--- src/logic/opdec_pkg.sv ---
`default_nettype none
package opdec_pkg;

  localparam logic [1:0] LEN_1 = 2'h1;
  localparam logic [1:0] LEN_2 = 2'h2;
  localparam logic [1:0] LEN_3 = 2'h3;

  localparam logic [5:0] CYC_2  = 6'h02;
  localparam logic [5:0] CYC_4  = 6'h04;
  localparam logic [5:0] CYC_8  = 6'h08;
  localparam logic [5:0] CYC_16 = 6'h10;
  localparam logic [5:0] CYC_32 = 6'h20;

  localparam logic [5:0] CNT_RST = 6'h00;

  typedef enum logic [5:0] {
    op_unsupported, op_nop, op_add, add_with_carry, subtract_with_borrow,
    op_increment, op_decrement, op_increment_pointer, multiply_op, op_divide,
    op_decimal_adjust, bitwise_and_op, bitwise_or_op, bitwise_xor_op,
    op_clear, complement_op, op_nibble_swap, op_rotate_left, rotate_left_via_carry,
    op_rotate_right, rotate_right_via_carry, op_move, op_load_pointer,
    code_memory_read, external_data_move, op_push, op_pop,
    accumulator_exchange, nibble_exchange, set_bit_op, op_and_inverse_bit,
    op_or_inverse_bit
  } op_t;

  typedef enum logic [3:0] {
    opnd_none, opnd_acc, opnd_working, opnd_direct, opnd_indirect,
    opnd_immediate, opnd_carry, opnd_bit, opnd_pointer, opnd_code,
    opnd_external
  } opnd_t;

  typedef struct packed {
    logic       valid;
    logic [7:0] opcode;
  } fetch_t;

  typedef struct packed {
    op_t        op;
    logic [1:0] length;
    logic [5:0] cycles;
    opnd_t      src;
    opnd_t      dst;
    logic [2:0] working_register;
    logic       indirect_pointer_register;
    logic       supported;
  } dec_t;

  localparam dec_t DEC_RST = '{op_nop, LEN_1, CYC_2, opnd_none, opnd_none, 3'h0, 1'b0, 1'b0};

endpackage
`default_nettype wire

--- src/logic/mcu_opcode_decode_timing.sv ---
// Functional notes
// - Every instruction is one to three bytes and finishes in 2 to 32 cycles.
// - Plain add: 28-2F register, 25 direct, 24 immediate, two cycles.
// - Plain add from indirect memory: 26-27, one byte, two cycles.
// - Add with carry: 38-3F, 35, 34, 36-37, two cycles, accumulator result.
// - Subtract with borrow: 98-9F, 95, 94, 96-97, two cycles.
// - AND into accumulator: 58-5F, 56-57, 55, 54, two cycles.
// - AND into direct byte: 52 two bytes two cycles, 53 three bytes four cycles.
// - OR into direct byte: 42 two cycles, 43 three bytes four cycles.
// - XOR into accumulator: 68-6F, 65, 64, 66-67, two cycles.
// - XOR into direct byte: 62 two cycles, 63 three bytes four cycles.
// - Rotates 33, 13, 23, 03: one byte, two cycles each.
// - Code memory reads 93 and 83 take eight cycles.
// - External reads E0 and E2-E3 take eight cycles.
// - External writes F0 and F2-F3: one byte, eight cycles.
// - Direct to direct copy 85: three bytes, four cycles.
// - Load data pointer immediate 90: three bytes, four cycles.
// - Push C0 and pop D0: two bytes, four cycles.
// - Exchange with register C8-CF, direct C5, indirect C6-C7, two cycles.
// - Nibble exchange D6-D7: one byte, two cycles.
// - AND bit into carry 82, inverse B0: two bytes, four cycles.
// - OR bit into carry 72, inverse A0: four cycles.
// - Bit to carry A2 two cycles; carry to bit 92 four cycles.
// - Eight-code ranges pick the working register from opcode bits 2:0.
// - Wide option clear: 8x8 multiply, 8/8 divide; set: 16-bit operands.
// - With wide option set, long divide select picks 32/16 over 16/16.
`timescale 1ns/10ps
`default_nettype none
module mcu_opcode_decode_timing (
  input  wire logic              mclk,
  input  wire logic              nrst,
  input  wire opdec_pkg::fetch_t instr_in,
  input  wire logic              wide_arith_enable,
  input  wire logic              long_divide_select,
  output var  logic              ready_r,
  output var  logic              busy_r,
  output var  logic              done_r,
  output var  opdec_pkg::dec_t   dec_r
);
  import opdec_pkg::*;

  typedef enum logic {seq_idle, seq_exec} seq_t;

  logic       rst_meta_r;
  logic       rst_sync_r;
  seq_t       state_r;
  seq_t       state_nxt;
  logic [5:0] cnt_r;
  logic [5:0] cnt_nxt;
  logic       ready_nxt;
  logic       busy_nxt;
  logic       done_nxt;
  dec_t       dec_nxt;

  function automatic dec_t decode_op(input logic [7:0] opc, input logic wide, input logic long_div);
    dec_t       d;
    logic       col;
    opnd_t      m;
    logic [1:0] ml;
    d = DEC_RST;
    d.supported = 1'b1;
    d.working_register = opc[2:0];
    d.indirect_pointer_register = opc[0];
    col = opc[3] || (opc[3:2] == 2'b01 && opc[1:0] != 2'b00);
    m = opnd_working;
    ml = LEN_1;
    if (!opc[3]) begin
      unique case (opc[1:0])
        2'b00: begin
          m = opnd_immediate;
          ml = LEN_2;
        end
        2'b01: begin
          m = opnd_direct;
          ml = LEN_2;
        end
        default: m = opnd_indirect;
      endcase
    end
    if (opc[3:0] == 4'h4) begin
      col = 1'b1;
    end
    d.src = m;
    d.length = ml;
    d.dst = opnd_acc;
    casez (opc)
      8'h00: d.op = op_nop;
      8'h03, 8'h13, 8'h23, 8'h33: begin
        d.op = opc[5] ? (opc[4] ? rotate_left_via_carry : op_rotate_left)
                      : (opc[4] ? rotate_right_via_carry : op_rotate_right);
        d.src = opnd_acc;
        d.length = LEN_1;
      end
      8'h42, 8'h52, 8'h62, 8'h43, 8'h53, 8'h63: begin
        d.op = (opc[5:4] == 2'b00) ? bitwise_or_op : (opc[4] ? bitwise_and_op : bitwise_xor_op);
        d.src = opc[0] ? opnd_immediate : opnd_acc;
        d.dst = opnd_direct;
        d.length = opc[0] ? LEN_3 : LEN_2;
        d.cycles = opc[0] ? CYC_4 : CYC_2;
      end
      8'h04, 8'h14: begin
        d.op = opc[4] ? op_decrement : op_increment;
        d.src = opnd_acc;
        d.length = LEN_1;
      end
      8'h0?, 8'h1?: begin
        d.op = opc[4] ? op_decrement : op_increment;
        d.dst = m;
        d.supported = col;
      end
      8'h2?: begin
        d.op = op_add;
        d.supported = col;
      end
      8'h3?: begin
        d.op = add_with_carry;
        d.supported = col;
      end
      8'h4?: begin
        d.op = bitwise_or_op;
        d.supported = col;
      end
      8'h5?: begin
        d.op = bitwise_and_op;
        d.supported = col;
      end
      8'h6?: begin
        d.op = bitwise_xor_op;
        d.supported = col;
      end
      8'h9?: begin
        d.op = subtract_with_borrow;
        d.supported = col && opc != 8'h90 && opc != 8'h92 && opc != 8'h93;
      end
      default: d.supported = 1'b0;
    endcase
    case (opc)
      8'h90: begin
        d.op = op_load_pointer;
        d.src = opnd_immediate;
        d.dst = opnd_pointer;
        d.length = LEN_3;
        d.cycles = CYC_4;
        d.supported = 1'b1;
      end
      8'h93, 8'h83: begin
        d.op = code_memory_read;
        d.src = opnd_code;
        d.length = LEN_1;
        d.cycles = CYC_8;
        d.supported = 1'b1;
      end
      8'he0, 8'he2, 8'he3, 8'hf0, 8'hf2, 8'hf3: begin
        d.op = external_data_move;
        d.src = opc[4] ? opnd_acc : opnd_external;
        d.dst = opc[4] ? opnd_external : opnd_acc;
        d.length = LEN_1;
        d.cycles = CYC_8;
        d.supported = 1'b1;
      end
      8'ha3: begin
        d.op = op_increment_pointer;
        d.src = opnd_pointer;
        d.dst = opnd_pointer;
        d.cycles = CYC_4;
        d.supported = 1'b1;
      end
      8'ha4: begin
        d.op = multiply_op;
        d.src = opnd_acc;
        d.length = LEN_1;
        d.cycles = wide ? CYC_16 : CYC_8;
        d.supported = 1'b1;
      end
      8'h84: begin
        d.op = op_divide;
        d.src = opnd_acc;
        d.length = LEN_1;
        d.cycles = !wide ? CYC_8 : (long_div ? CYC_32 : CYC_16);
        d.supported = 1'b1;
      end
      8'hd4, 8'he4, 8'hf4, 8'hc4: begin
        d.op = (opc == 8'hd4) ? op_decimal_adjust : (opc == 8'he4) ? op_clear
             : (opc == 8'hf4) ? complement_op : op_nibble_swap;
        d.src = opnd_acc;
        d.length = LEN_1;
        d.supported = 1'b1;
      end
      8'h85, 8'h75: begin
        d.op = op_move;
        d.src = opc[7] ? opnd_direct : opnd_immediate;
        d.dst = opnd_direct;
        d.length = LEN_3;
        d.cycles = CYC_4;
        d.supported = 1'b1;
      end
      8'h74: begin
        d.op = op_move;
        d.src = opnd_immediate;
        d.length = LEN_2;
        d.supported = 1'b1;
      end
      8'hc0, 8'hd0: begin
        d.op = opc[4] ? op_pop : op_push;
        d.src = opc[4] ? opnd_none : opnd_direct;
        d.dst = opc[4] ? opnd_direct : opnd_none;
        d.length = LEN_2;
        d.cycles = CYC_4;
        d.supported = 1'b1;
      end
      8'hd6, 8'hd7: begin
        d.op = nibble_exchange;
        d.supported = 1'b1;
      end
      8'hc3, 8'hd3, 8'hb3, 8'hc2, 8'hd2, 8'hb2: begin
        d.op = (opc[7:4] == 4'hc) ? op_clear : (opc[7:4] == 4'hd) ? set_bit_op : complement_op;
        d.src = opc[0] ? opnd_carry : opnd_bit;
        d.dst = d.src;
        d.length = opc[0] ? LEN_1 : LEN_2;
        d.supported = 1'b1;
      end
      8'h82, 8'hb0, 8'h72, 8'ha0: begin
        d.op = (opc == 8'h82) ? bitwise_and_op : (opc == 8'hb0) ? op_and_inverse_bit
             : (opc == 8'h72) ? bitwise_or_op : op_or_inverse_bit;
        d.src = opnd_bit;
        d.dst = opnd_carry;
        d.length = LEN_2;
        d.cycles = CYC_4;
        d.supported = 1'b1;
      end
      8'ha2, 8'h92: begin
        d.op = op_move;
        d.src = opc[4] ? opnd_carry : opnd_bit;
        d.dst = opc[4] ? opnd_bit : opnd_carry;
        d.length = LEN_2;
        d.cycles = opc[4] ? CYC_4 : CYC_2;
        d.supported = 1'b1;
      end
      default: begin
        if (opc[7:4] == 4'hc && col && opc[3:0] != 4'h4) begin
          d.op = accumulator_exchange;
          d.supported = 1'b1;
        end else if (opc[7:4] == 4'he && col && opc[3:0] != 4'h4) begin
          d.op = op_move;
          d.supported = 1'b1;
        end else if (opc[7:4] == 4'hf && col && opc[3:0] != 4'h4) begin
          d.op = op_move;
          d.dst = m;
          d.src = opnd_acc;
          d.supported = 1'b1;
        end else if (opc[7:4] == 4'h7 && opc[3:1] != 3'h2 && col) begin
          d.op = op_move;
          d.dst = m;
          d.src = opnd_immediate;
          d.length = LEN_2;
          d.supported = 1'b1;
        end else if ((opc[7:4] == 4'ha || opc[7:4] == 4'h8) && opc[3:1] != 3'h2 && col) begin
          d.op = op_move;
          d.src = opc[5] ? opnd_direct : m;
          d.dst = opc[5] ? m : opnd_direct;
          d.length = LEN_2;
          d.cycles = CYC_4;
          d.supported = 1'b1;
        end
      end
    endcase
    // Refused codes report one byte so a fetcher never skips operands
    if (!d.supported) begin
      d.op = op_unsupported;
      d.length = LEN_1;
    end
    return d;
  endfunction

  // Reset released through two stages; asserted at once
  always_ff @(posedge mclk or negedge nrst) begin
    if (!nrst) begin
      rst_meta_r <= 1'b0;
      rst_sync_r <= 1'b0;
    end else begin
      rst_meta_r <= 1'b1;
      rst_sync_r <= rst_meta_r;
    end
  end

  // Execution timer: busy for exactly the decoded cycle count
  always_comb begin
    state_nxt = state_r;
    cnt_nxt = cnt_r;
    dec_nxt = dec_r;
    done_nxt = 1'b0;
    busy_nxt = busy_r;
    unique case (state_r)
      seq_idle: begin
        if (instr_in.valid) begin
          dec_nxt = decode_op(instr_in.opcode, wide_arith_enable, long_divide_select);
          cnt_nxt = dec_nxt.cycles;
          state_nxt = seq_exec;
          busy_nxt = 1'b1;
        end
      end
      seq_exec: begin
        cnt_nxt = cnt_r - 6'h01;
        if (cnt_r == 6'h01) begin
          state_nxt = seq_idle;
          busy_nxt = 1'b0;
          done_nxt = 1'b1;
        end
      end
    endcase
    ready_nxt = (state_nxt == seq_idle);
  end

  // Options are sampled only at acceptance, so changes mid-instruction are safe
  always_ff @(posedge mclk or negedge rst_sync_r) begin
    if (!rst_sync_r) begin
      state_r <= seq_idle;
      cnt_r <= CNT_RST;
      dec_r <= DEC_RST;
      ready_r <= 1'b0;
      busy_r <= 1'b0;
      done_r <= 1'b0;
    end else begin
      state_r <= state_nxt;
      cnt_r <= cnt_nxt;
      dec_r <= dec_nxt;
      ready_r <= ready_nxt;
      busy_r <= busy_nxt;
      done_r <= done_nxt;
    end
  end

endmodule // mcu_opcode_decode_timing
`default_nettype wire

--- config.mk ---
export PLATFORM = sky130hd
export DESIGN_NAME = mcu_opcode_decode_timing
export DESIGN_NICKNAME = d
export VERILOG_FILES = /design/src/logic/opdec_pkg.sv /design/src/logic/mcu_opcode_decode_timing.sv
export SDC_FILE = /design/constraint.sdc
export NUM_CORES = 1
export LEC_CHECK = 0
export BUFFER_PORTS_ARGS = -buffer_cell sky130_fd_sc_hd__buf_4
export CORE_MARGIN = 3
export CORE_UTILIZATION = 55
export DETAILED_ROUTE_END_ITERATION = 8
export PLACE_DENSITY = 0.88
export SYNTH_ARGS = -nofsm -noshare
export SYNTH_HDL_FRONTEND = slang
export SYNTH_SLANG_ARGS = --single-unit
--- constraint.sdc ---
create_clock -name mclk -period 1.2 [get_ports mclk]
set_input_delay 0 -clock mclk [delete_from_list [all_inputs] [get_ports mclk]]
set_output_delay 0 -clock mclk [all_outputs]
set_load 0.1 [all_outputs]
==> results of run 1 <==
## logic make-up after synthesis
logic type	count (synthesis)
buffers and inverters	43
multiplexers	2
XOR/XNOR	2
AO/OA/AOI/OAI	122
other	2
flip-flops	36
adder cells (fa/ha/maj)	6
AND/OR/NAND/NOR	176
## cells in the mapped netlist (2+ instances only)
| master | number |
|---|---|
| o22ai_1 | 3 |
| nand3b_1 | 3 |
| o211ai_1 | 5 |
| o211a_1 | 2 |
| a21oi_1 | 26 |
| or2_2 | 5 |
| nor4_2 | 2 |
| inv_1 | 10 |
| o2111ai_1 | 3 |
| buf_4 | 3 |
| conb_1 | 2 |
| a211o_1 | 2 |
| or3b_1 | 2 |
| or3_1 | 3 |
| nor2b_1 | 5 |
| nand2_1 | 52 |
| and3_1 | 3 |
| buf_6 | 2 |
| a211oi_1 | 6 |
| a31oi_1 | 12 |
| a21o_1 | 4 |
| o311ai_0 | 3 |
| nand3_1 | 12 |
| nor2_1 | 41 |
| a22oi_1 | 4 |
| nand4_1 | 5 |
| a221oi_1 | 2 |
| a221o_1 | 2 |
| and2_1 | 3 |
| o31ai_1 | 4 |
| buf_2 | 8 |
| nand4bb_1 | 3 |
| nor3_1 | 17 |
| or4b_1 | 2 |
| a22o_1 | 3 |
| o21ai_1 | 3 |
| buf_1 | 3 |
| ha_1 | 6 |
| nand2b_1 | 3 |
| dfstp_2 | 3 |
| o21ai_0 | 23 |
| or4_1 | 2 |
| clkbuf_1 | 17 |
| dfrtp_1 | 33 |
## layer usage
metal | GRT overflow | GRT usage, %
met5 | 0 | 10.91
met4 | 9 | 56.93
met3 | 0 | 46.61
met2 | 13 | 83.22
met1 | 0 | 65.44
## repair_timing
action                                  4_1_cts
endpoints found under the hold margin         2
resized for setup                            32
endpoints found under the setup margin       29
setup buffers                                22
hold buffers                                  1
pin swaps                                    21
## metrics by stage
step / std cells / area [sq um] / TNS (ns)
2_1_floorplan: 390 / 3234 / -9.722
3_3_place_gp: 592 / 4377 / -16.02
3_5_place_dp: 592 / 4377 / -19.03
4_1_cts: 623 / 4743 / -10.47
==> impl_metrics.csv, run 1 <==
group,metric,value,unit
global_route,grtUsageTotal,63.91,%
die,die_height,79.74,um
die,ios,43,
placement,pre_cts_slack,-0.9756,ns
run_status,status,"aborted with a tool error",
synth,synth-compound-area-share,27.82,%
placement,dp_hpwl,10160,um
synth,yosys.area.top_type_share,27.62,%
synth,synthesis.instances,389,
synth,synth_largest_area_cell,"dfrtp_1",
run_status,stop_error,"[ERROR GRT-0116] Global routing finished with congestion. Check the congestion regions in the DRC Viewer.",
synth,synth_edf_count,0,
cts,cts_inserted_buffers,5,
synth,yosys.area_share.simple,31.26,%
cts,ctsLongestPathBuffers,2,
synth,synth.distinct_cells,76,
synth,synth_flop_cell,"dfrtp_1",
synth,yosys_warnings,0,
synth,synthMuxAreaShare,0.7113,%
synth,synth_top_family_by_area,"simple AND/OR/NAND/NOR gates",
global_route,grt_first_pass_wirelength,30440,um
global_route,gr-total-overflow,22,
synth,ys_ff_latch,36,
cts,clock-sinks,36,
cts,cts_max_level,2,
synth,yosysSeqAreaShare,30.25,%
synth,synth.avg_cell_area,7.687,sq um
placement,gp_congestion,1.296,
die,rows,26,
synth,synthArstFlopShare,100.0,%
placement,portBuffers,40,
synth,synth-xor-area-share,0.5858,%
synth,ys_top_cells_by_area,"dfrtp_1, nand2_1, nor2_1",
run_status,stop_stage,"global routing",
die,die_w,79.74,um
synth,synthAdderAreaFrac,2.510,%
die,start_util,57.81,%
global_route,grt_pass1_vias,5212,
cts,cts_root_buf,"clkbuf_8",
global_route,grt_max_degree,35,
synth,synth_area,2990,sq um
==> run 2, diff against run 1 <==
- CORE_UTILIZATION: 55 -> 40
- PLACE_DENSITY: 0.88 -> not set
- PLACE_DENSITY_LB_ADDON: not set -> 0.15
==> run 2 against run 1 <==
Synthesized area did not move. Synthesized cell count did not move. The flow now finishes, with violations (negative setup slack).
==> impl_metrics.csv, run 2 <==
group,metric,value,unit
run_status,status,"complete, but fails checks",
run_status,violations,"negative setup slack",
die,die_w,92.47,um
final_layout,largest_reg_flops,24,
die,die_height,92.47,um
setup_path,endpoint_kind,"register",
die,start_util,42.60,%
global_route,gr-total-overflow,0,
sta,clock.fmax,553.2,MHz
sta,finalSetupViolCount,27,
sta,layout_setup_ws,-0.6078,ns
setup_path,cp_max_fo,8,
synth,synth_largest_area_cell,"dfrtp_1",
drt,wire_per_inst,21.53,um
setup_path,r2r-start,"state_r",
setup_path,cp-startpoint,"instr_in[1]",
cts,cts_root_buf,"clkbuf_8",
pwr,vdd.ir_drop.worst,0.001799,V
min_path,hold_path.class,"in -> async",
sta,hold_viol,0,
cts,path_clk_slew,0.08,ns
synth,ys_top_cells_by_area,"dfrtp_1, nand2_1, nor2_1",
die,rows,30,
setup_path,path_class,"in -> reg",
synth,synth_edf_count,0,
global_route,grt_pass1_vias,4057,
pwr,leakagePower,2.658,nW
drt,drc,0,
final_layout,drive_above_1_share,59.57,%
final_layout,syn2layout_area_growth,89.79,%
synth,yosys_warnings,0,
sta,min_period_over_period,150.6,%
setup_path,crit_top_cell,"buf_6",
synth,synthArstFlopShare,100.0,%
synth,synthTopCellsByCount,"nand2_1, nor2_1, dfrtp_1",
setup_path,cpPeakStageDelay,0.57,ns
sta,setup_tns,-10.83,ns
setup_path,r2r_cells,6,
global_route,grtUsageTotal,34.14,%
global_route,antenna_found_initial,0,
setup_path,crit_chain,"buf_8 > buf_6 > or4_4 > buf_6 > nor3_4 > a221oi_2 > and4_4 > and3_4 > or3_4 > o211ai_2",
final_layout,final_common_cell,"buf_4",
setup_path,cp_slowest_cell,"or4_4",
setup_path,r2r_end,"dec_r[22]",
synth,synth.distinct_cells,76,
sta,min_period,1.808,ns
synth,yosys.area.top_type_share,27.62,%
synth,ys_ff_latch,36,
cts,clock-sinks,36,
drt,firstDrtPassIters,4,
drt,wirelength,15120,um
placement,portBuffers,40,
final_layout,layout_common_cells,"buf_4, nand2_1, buf_6, dfrtp_1, nor2_1",
placement,dp_hpwl,10770,um
synth,synth_most_common_cell,"nand2_1",
final_layout,top_regs,"dec_r (24), cnt_r (6)",
cts,cts_tree,"done",
flow_run,drv_cap,0,
pwr,powerDensity,1581,nW/um^2
placement,gp_congestion,1.034,
setup_path,worstSetupStartpointType,"primary input",
die,core_area,7019,sq um
global_route,grt_first_pass_wirelength,22400,um
die,die_area,8550,sq um
drt,ant_nets,0,
synth,yosysSeqAreaShare,30.25,%
setup_path,critPathArrivalTime,2.03,ns
final_layout,final_area,5675,sq um
sta,slew_violations,0,
cts,cts_inserted_buffers,5,
final_layout,nNetsFinal,624,
synth,synth_flop_cell,"dfrtp_1",
synth,synth.avg_cell_area,7.687,sq um
sta,clock_skew,0.01257,ns
sta,holdWs,0.01627,ns
synth,synth_area,2990,sq um
die,ios,43,
drt,via_per_inst,6.070,
sta,rsz0062_at_grt,"yes",
setup_path,required,1.42,ns
cts,cts_max_level,2,
drt,drtIter0Drc,382,
final_layout,regMostFlops,"dec_r",
final_layout,antennaDiodeCount,0,
global_route,grt_max_degree,35,
synth,synthesis.instances,389,
cts,clk_latency,0.30,ns
cts,ctsLongestPathBuffers,2,
drt,via_count,4261,
pwr,total_power,8.972,mW
placement,pre_cts_slack,-0.9803,ns
placement,placed_cell_area,4544,sq um
setup_path,reg2reg_slack,-0.41,ns
setup_path,crit_end,"cnt_r[2]",
run 2: power breakdown:
group / leakage (nW) / internal, mW / switching [mW] / total, mW
Sequential: 0.441 / 1.72 / 0.308 / 2.03
Combinational: 2.16 / 1.78 / 4.20 / 5.98
Clock: 0.0516 / 0.470 / 0.491 / 0.961
run 2: area by class of cell:
type / instances / area, sq um
tap: 96 / 120.1
sequential: 36 / 907.1
multi-input combinational: 312 / 2486
clock buffer: 6 / 82.58
fill: 433 / 1344
timing repair buffer: 240 / 2022
clock inverter: 2 / 13.76
inverter: 10 / 43.79
run 2: how the worst min path moves through the flow:
stage / start / endpoint / slack [ns] / cells after the start
6_report: nrst / rst_meta_r / 0.02 / 2
5_1_grt: nrst / rst_meta_r / 0.01 / 2
4_1_cts: nrst / rst_meta_r / 0.02 / 2
3_5_place_dp: nrst / rst_meta_r / -0.21 / 1
3_3_place_gp: nrst / rst_meta_r / -0.22 / 1
2_1_floorplan: nrst / rst_meta_r / -0.30 / 0
run 2: metal layers:
| layer | routed length [um] | share of wire [%] | global-route usage, % |
|---|---|---|---|
| met4 | 963 | 6.4 | 16.34 |
| met1 | 5922 | 39 | 43.40 |
| met5 | 0 | 0 | 0 |
| met3 | 1269 | 8.4 | 5.768 |
| met2 | 6960 | 46 | 56.07 |
run 2: worst max-delay path, delay by kind of cell:
family                 cells  cell delay [ns]
and+or+nand+nor            5             1.54
buffers and inverters      3             0.35
AOI/OAI and AO/OA          2             0.14
run 2: cell families (layout without fill, tap and decap cells):
| kind of cell | Yosys count | after routing | synth area share (%) |
|---|---|---|---|
| fa+ha+maj | 6 | 6 | 2.510 |
| xor+xnor | 2 | 2 | 0.5859 |
| other cells | 2 | 3 | 0.2511 |
| buf+inv | 43 | 258 | 6.611 |
| compound gates | 122 | 122 | 27.83 |
| flops | 36 | 36 | 30.25 |
| simple gates | 176 | 177 | 31.26 |
| mux | 2 | 2 | 0.7113 |
run 2: timing repair:
action | in CTS | in global routing
hold buffers | 1 | 0
endpoints found under the hold margin | 2 | 0
gates cloned | 1 | 0
setup buffers | 37 | 28
setup endpoints to repair | 28 | 32
resized for setup | 81 | 71
pin swaps | 48 | 46
run 2: per-stage QoR:
stage	utilization, %	instances
after floorplan	-	390
after global placement	64.74	636
after detailed placement	64.74	636
after CTS	74.56	682
after global routing	80.86	702
final	80.86	702
(Power assumes the default switching activity.)
==> run 3, diff against run 2 <==
- GPL_TIMING_DRIVEN: not set -> 0
==> run 3 against run 2 <==
The flow still finishes with violations (negative setup slack). Via count fell by 12%. Non-clock buffer count is 99 lower. Clock-buffer cell count is 1 lower. Register-to-register slack is essentially flat. Die area is the same. Core utilization down 10 points. Clock power down 8.8%. Cell area shrank 13%. Setup slack gained 0.023 ns. Worst hold slack worse by 0.0073 ns. Maximum frequency rose by 1.3%. Critical path type unchanged. Largest power group unchanged.
==> impl_metrics.csv, run 3 (synthesis results as in run 2) <==
group,metric,value,unit
run_status,status,"complete, but fails checks",
run_status,violations,"negative setup slack",
die,die_height,92.47,um
final_layout,regMostFlops,"dec_r",
setup_path,endpoint_kind,"register",
setup_path,path_delay_family,"compound AO/OA/AOI/OAI gates",
cts,cts_root_buf,"clkbuf_8",
cts,cts_inserted_buffers,5,
placement,placed_cell_area,3647,sq um
cts,cts_tree,"done",
final_layout,nNetsFinal,524,
sta,max-slew-margin-rel,50.69,%
setup_path,r2r_cells,6,
min_path,hold_path.class,"in -> async",
final_layout,final_area,4946,sq um
sta,finalSetupViolCount,25,
final_layout,final_common_cell,"buf_4",
final_layout,fillers,554,
cts,clk_latency,0.30,ns
setup_path,crit_chain,"buf_12 > clkinvlp_4 > ha_4 > buf_8 > or3_4 > a22oi_2 > nand3_2 > o31ai_4 > buf_6 > o21bai_1 > a21oi_1",
global_route,gr-total-overflow,0,
final_layout,drive_above_1_share,50.59,%
setup_path,reg2reg_slack,-0.40,ns
final_layout,syn2layout_area_growth,65.40,%
drt,drtIter0Drc,379,
global_route,grt_pass1_vias,3583,
final_layout,regArea,908.4,sq um
sta,rsz0062_at_grt,"yes",
placement,gp_congestion,1.023,
setup_path,path_class,"in -> reg",
global_route,grt_max_degree,35,
placement,portBuffers,39,
cts,ctsLongestPathBuffers,2,
cts,cts_max_level,2,
final_layout,fin_cells,602,
sta,tightest_slew,0.7397,ns
flow_run,drv_cap,0,
die,start_util,42.60,%
drt,wire_per_inst,21.55,um
cts,path_clk_slew,0.08,ns
drt,firstDrtPassIters,5,
final_layout,layout_common_cells,"buf_4, nand2_1, nor2_1, dfrtp_1",
final_layout,multi_input_area,2466,sq um
setup_path,cpPeakStageDelay,0.38,ns
setup_path,critPathArrivalTime,1.98,ns
setup_path,r2r_end,"dec_r[22]",
pwr,leakagePower,2.194,nW
die,core_area,7019,sq um
cts,clock-sinks,36,
die,die_w,92.47,um
die,die_area,8550,sq um
setup_path,required,1.39,ns
die,ios,43,
sta,min_period_over_period,148.7,%
die,rows,30,
setup_path,r2r-start,"state_r",
final_layout,top_regs,"dec_r (24), cnt_r (6)",
sta,min_period,1.785,ns
sta,clock.fmax,560.3,MHz
drt,via_per_inst,6.238,
drt,ant_nets,0,
drt,drc,0,
setup_path,cp_slowest_cell,"or3_4",
final_layout,largest_reg_flops,24,
sta,slew_violations,0,
global_route,grt_first_pass_wirelength,19840,um
sta,layout_setup_ws,-0.5849,ns
drt,wirelength,12970,um
pwr,powerDensity,1744,nW/um^2
drt,via_count,3755,
global_route,grtUsageTotal,30.07,%
global_route,antenna_found_initial,0,
sta,hold_viol,0,
placement,place_inst,525,
pwr,vdd.ir_drop.worst,0.001433,V
setup_path,cp_num_buf_inv,4,
sta,clock_skew,0.01606,ns
setup_path,worstSetupStartpointType,"primary input",
final_layout,antennaDiodeCount,0,
placement,dp_hpwl,8737,um
setup_path,cp_max_fo,7,
==> run 3: area by class of cell <==
class / instances / area share (%)
well taps: 96 / 2.429
clock inverters: 3 / 0.3795
flip-flops and latches: 36 / 18.37
repair buffers: 115 / 21.12
clock buffers: 5 / 1.391
plain buffers: 26 / 5.464
multi-input cells: 311 / 49.86
inverters: 10 / 0.9866
==> run 3: repair_timing <==
item | 4_1_cts | 5_1_grt
gates cloned | 2 | 1
resized for setup | 98 | 60
hold buffers | 2 | 0
endpoints found under the hold margin | 4 | 0
endpoints found under the setup margin | 66 | 28
pin swaps | 46 | 52
setup buffers | 53 | 21
==> run 3: worst max path at each step <==
stage / startpoint / endpoint / slack, ns / depth (start not counted)
global placement: instr_in[4] / dec_r[22] / -1.42 / 10
floorplan: instr_in[3] / cnt_r[2] / -0.63 / 9
finish: instr_in[4] / dec_r[22] / -0.58 / 11
detailed placement: instr_in[4] / dec_r[25] / -1.38 / 11
CTS: instr_in[4] / dec_r[22] / -0.53 / 11
global route: instr_in[4] / dec_r[22] / -0.67 / 11
==> run 3: worst register-to-register path, cell delays in order (launching register included) <==
cell,delay [ns]
dfrtp_1,0.41
nand2b_4,0.23
a221o_1,0.39
nor3_1,0.18
nand2_1,0.12
nor2_1,0.11
a21oi_1,0.04
==> run 3: routing by layer <==
| layer | GRT usage [%] | up-vias | routed length [um] |
|---|---|---|---|
| li1 | - | 1679 | - |
| met1 | 40.10 | 1752 | 5247 |
| met2 | 44.41 | 248 | 5739 |
| met3 | 7.230 | 76 | 1206 |
| met4 | 16.71 | 0 | 777 |
| met5 | 0 | - | 0 |
==> run 3: report_power, final <==
part           switching [mW]  internal (mW)  total, mW
registers               0.325           1.73       2.05
clock network           0.471          0.405      0.876
logic                    4.07           1.63       5.70
==> run 3: through the flow <==
step / TNS [ns] / setup WS (ns) / utilization (%) / hold slack, ns / total power, mW
final: -9.133 / -0.5849 / 70.46 / 0.008974 / 8.627
after floorplan: -9.722 / -0.6295 / - / -0.2956 / 6.045
after global routing: -10.64 / -0.6689 / 70.46 / 0.02036 / 8.984
after detailed placement: -37.74 / -1.382 / 51.96 / -0.2144 / 7.104
after global placement: -35.10 / -1.415 / 51.96 / -0.2179 / 7.066
after CTS: -8.737 / -0.5303 / 65.35 / 0.01029 / 8.325
==> run 4, diff against run 3 <==
--- a/config.mk
+++ b/config.mk
@@ -9,3 +9,3 @@
 export CORE_MARGIN = 3
-export CORE_UTILIZATION = 40
+export CORE_UTILIZATION = 35
 export DETAILED_ROUTE_END_ITERATION = 8
@@ -16 +16,2 @@
 export SYNTH_SLANG_ARGS = --single-unit
+export TNS_END_PERCENT = 5
==> constraint.sdc (replaced) <==
create_clock -name mclk -period 1.2 [get_ports mclk]
set_input_delay 0.24 -clock mclk [delete_from_list [all_inputs] [get_ports mclk]]
set_output_delay 0.24 -clock mclk [all_outputs]
set_load 0.1 [all_outputs]
==> run 4 against run 3 <==
The run still ends with negative setup slack left. Core utilization decreased by 14 points. Global-route usage decreased by 4.1 points. Wire length is 0.90% lower. First-iteration DRC count shrank 4.0%. Clock skew decreased by 0.0088 ns. Combinational power hardly changed. Flip-flop and latch count stayed put. Critical path depth decreased by 1. Clock power is 24% higher. Largest power group unchanged.
==> impl_metrics.csv, run 4 (synthesis results as in run 2) <==
group,metric,value,unit
sta,min_period,2.065,ns
placement,portBuffers,39,
flow_run,drv_cap,0,
setup_path,cp_slowest_cell,"a211oi_2",
setup_path,path_depth,10,
drt,met3_length,892,um
setup_path,required,1.43,ns
final_layout,layout_common_cells,"buf_4, nand2_1, nor2_1, dfrtp_1, buf_6",
setup_path,critPathArrivalTime,2.29,ns
setup_path,cp_num_buf_inv,2,
cts,ctsLongestPathBuffers,2,
final_layout,syn2layout_area_growth,54.73,%
sta,slew_violations,0,
sta,layout_setup_ws,-0.8649,ns
drt,via_count,3681,
drt,firstDrtPassIters,6,
run_status,status,"complete, but fails checks",
die,start_util,36.21,%
drt,ant_nets,0,
setup_path,worstSetupStartpointType,"primary input",
global_route,gr-total-overflow,0,
drt,routed-wl-met2,5921,um
global_route,grtUsageTotal,25.98,%
placement,gp_congestion,0.9596,
sta,finalSetupViolCount,32,
setup_path,cpPeakStageDelay,0.36,ns
final_layout,final_common_cell,"buf_4",
final_layout,nNetsFinal,501,
die,die_height,98.44,um
drt,drtIter0Drc,364,
final_layout,antennaDiodeCount,0,
final_layout,regArea,905.9,sq um
sta,hold_viol,0,
global_route,antenna_found_initial,0,
die,ios,43,
final_layout,drive_above_1_share,41.20,%
final_layout,fin_util,56.03,%
setup_path,path_delay_family,"compound AO/OA/AOI/OAI gates",
cts,clock-sinks,36,
min_path,whs_path_depth,2,
cts,clk_latency,0.29,ns
drt,via_per_inst,6.260,
cts,cts_root_buf,"clkbuf_8",
die,core_area,8258,sq um
drt,wire_per_inst,21.86,um
global_route,grt_max_degree,35,
setup_path,path_class,"in -> reg",
cts,cts_inserted_buffers,5,
run_status,violations,"negative setup slack",
drt,top_layer,"met4",
final_layout,multi_input_area,2302,sq um
sta,clock.fmax,484.3,MHz
final_layout,top_regs,"dec_r (24), cnt_r (6)",
sta,min_period_over_period,172.1,%
placement,place_inst,534,
cts,cts_tree,"done",
min_path,hold_path.class,"in -> reg",
die,rows,33,
setup_path,reg2reg_slack,-0.46,ns
sta,rsz0062_at_grt,"yes",
global_route,grt_pass1_vias,3508,
pwr,leakagePower,2.029,nW
pwr,vdd.ir_drop.worst,0.001190,V
sta,max-slew-margin-rel,51.43,%
die,die_area,9689,sq um
drt,drc,0,
die,die_w,98.44,um
setup_path,cp_max_fo,5,
min_path,hp-start,"instr_in[8]",
drt,wirelength,12850,um
global_route,grt_first_pass_wirelength,19850,um
setup_path,r2r-start,"state_r",
setup_path,r2r_cells,7,
min_path,min_to,"cnt_r[1]",
setup_path,crit_chain,"buf_12 > ha_1 > nand3b_1 > buf_4 > o21ai_2 > a211oi_2 > nand3_2 > o211a_1 > or3_4 > o211ai_2",
final_layout,largest_reg_flops,24,
setup_path,endpoint_kind,"register",
cts,path_clk_slew,0.08,ns
setup_path,r2r_end,"dec_r[22]",
drt,drt-met1-wl,5429,um
final_layout,fin_cells,588,
sta,tightest_slew,0.7285,ns
sta,clock_skew,0.007241,ns
placement,dp_hpwl,9100,um
final_layout,regMostFlops,"dec_r",
pwr,powerDensity,1914,nW/um^2
cts,cts_max_level,2,
final_layout,fillers,796,
run 4: layout make-up:
type	count	area share, %
clock inverter	3	0.9194
tap	105	2.839
inverter	10	0.9735
multi-input combinational	311	49.76
timing repair buffer	90	18.33
buffer	28	6.111
sequential	36	19.58
clock buffer	5	1.487
run 4: how the worst max path moves through the flow:
stage                start  slack, ns         to
6_report       instr_in[4]      -0.86   cnt_r[2]
5_1_grt        instr_in[4]      -0.95  dec_r[19]
4_1_cts        instr_in[0]      -0.79   cnt_r[2]
3_5_place_dp   instr_in[4]      -1.87   dec_r[9]
3_3_place_gp   instr_in[4]      -1.94   dec_r[9]
2_1_floorplan  instr_in[0]      -0.89   cnt_r[2]
run 4: timing repair:
action / in CTS / in global routing
gates resized for setup: 115 / 56
hold buffers: 1 / 0
pin swaps: 36 / 34
cloned: 1 / 0
setup endpoints to repair: 75 / 48
setup buffers: 31 / 18
endpoints found under the hold margin: 2 / 0
run 4: through the flow:
stage | area (sq um) | power, mW | TNS, ns | hold WS (ns) | setup WS, ns
after global routing | 4627 | 9.240 | -18.45 | 0.2038 | -0.9470
after floorplan | 3049 | 5.932 | -17.11 | -0.05559 | -0.8872
final | 4627 | 8.858 | -16.23 | 0.1921 | -0.8649
after global placement | 3473 | 6.974 | -50.63 | 0.02255 | -1.938
after detailed placement | 3473 | 7.011 | -48.62 | 0.02416 | -1.873
after CTS | 4324 | 8.616 | -15.87 | 0.2018 | -0.7886
run 4: report_power, final:
group / total, mW / internal [mW] / switching (mW)
Clock: 1.09 / 0.615 / 0.477
Sequential: 2.10 / 1.72 / 0.371
Combinational: 5.67 / 1.71 / 3.96
Total: 8.86 / 4.05 / 4.81
run 4: per-layer routing:
| layer | vias up | track usage, % |
|---|---|---|
| met2 | 218 | 41.65 |
| met4 | 0 | 10.82 |
| li1 | 1632 | - |
| met1 | 1769 | 34.49 |
| met3 | 62 | 4.742 |
| met5 | - | 0 |
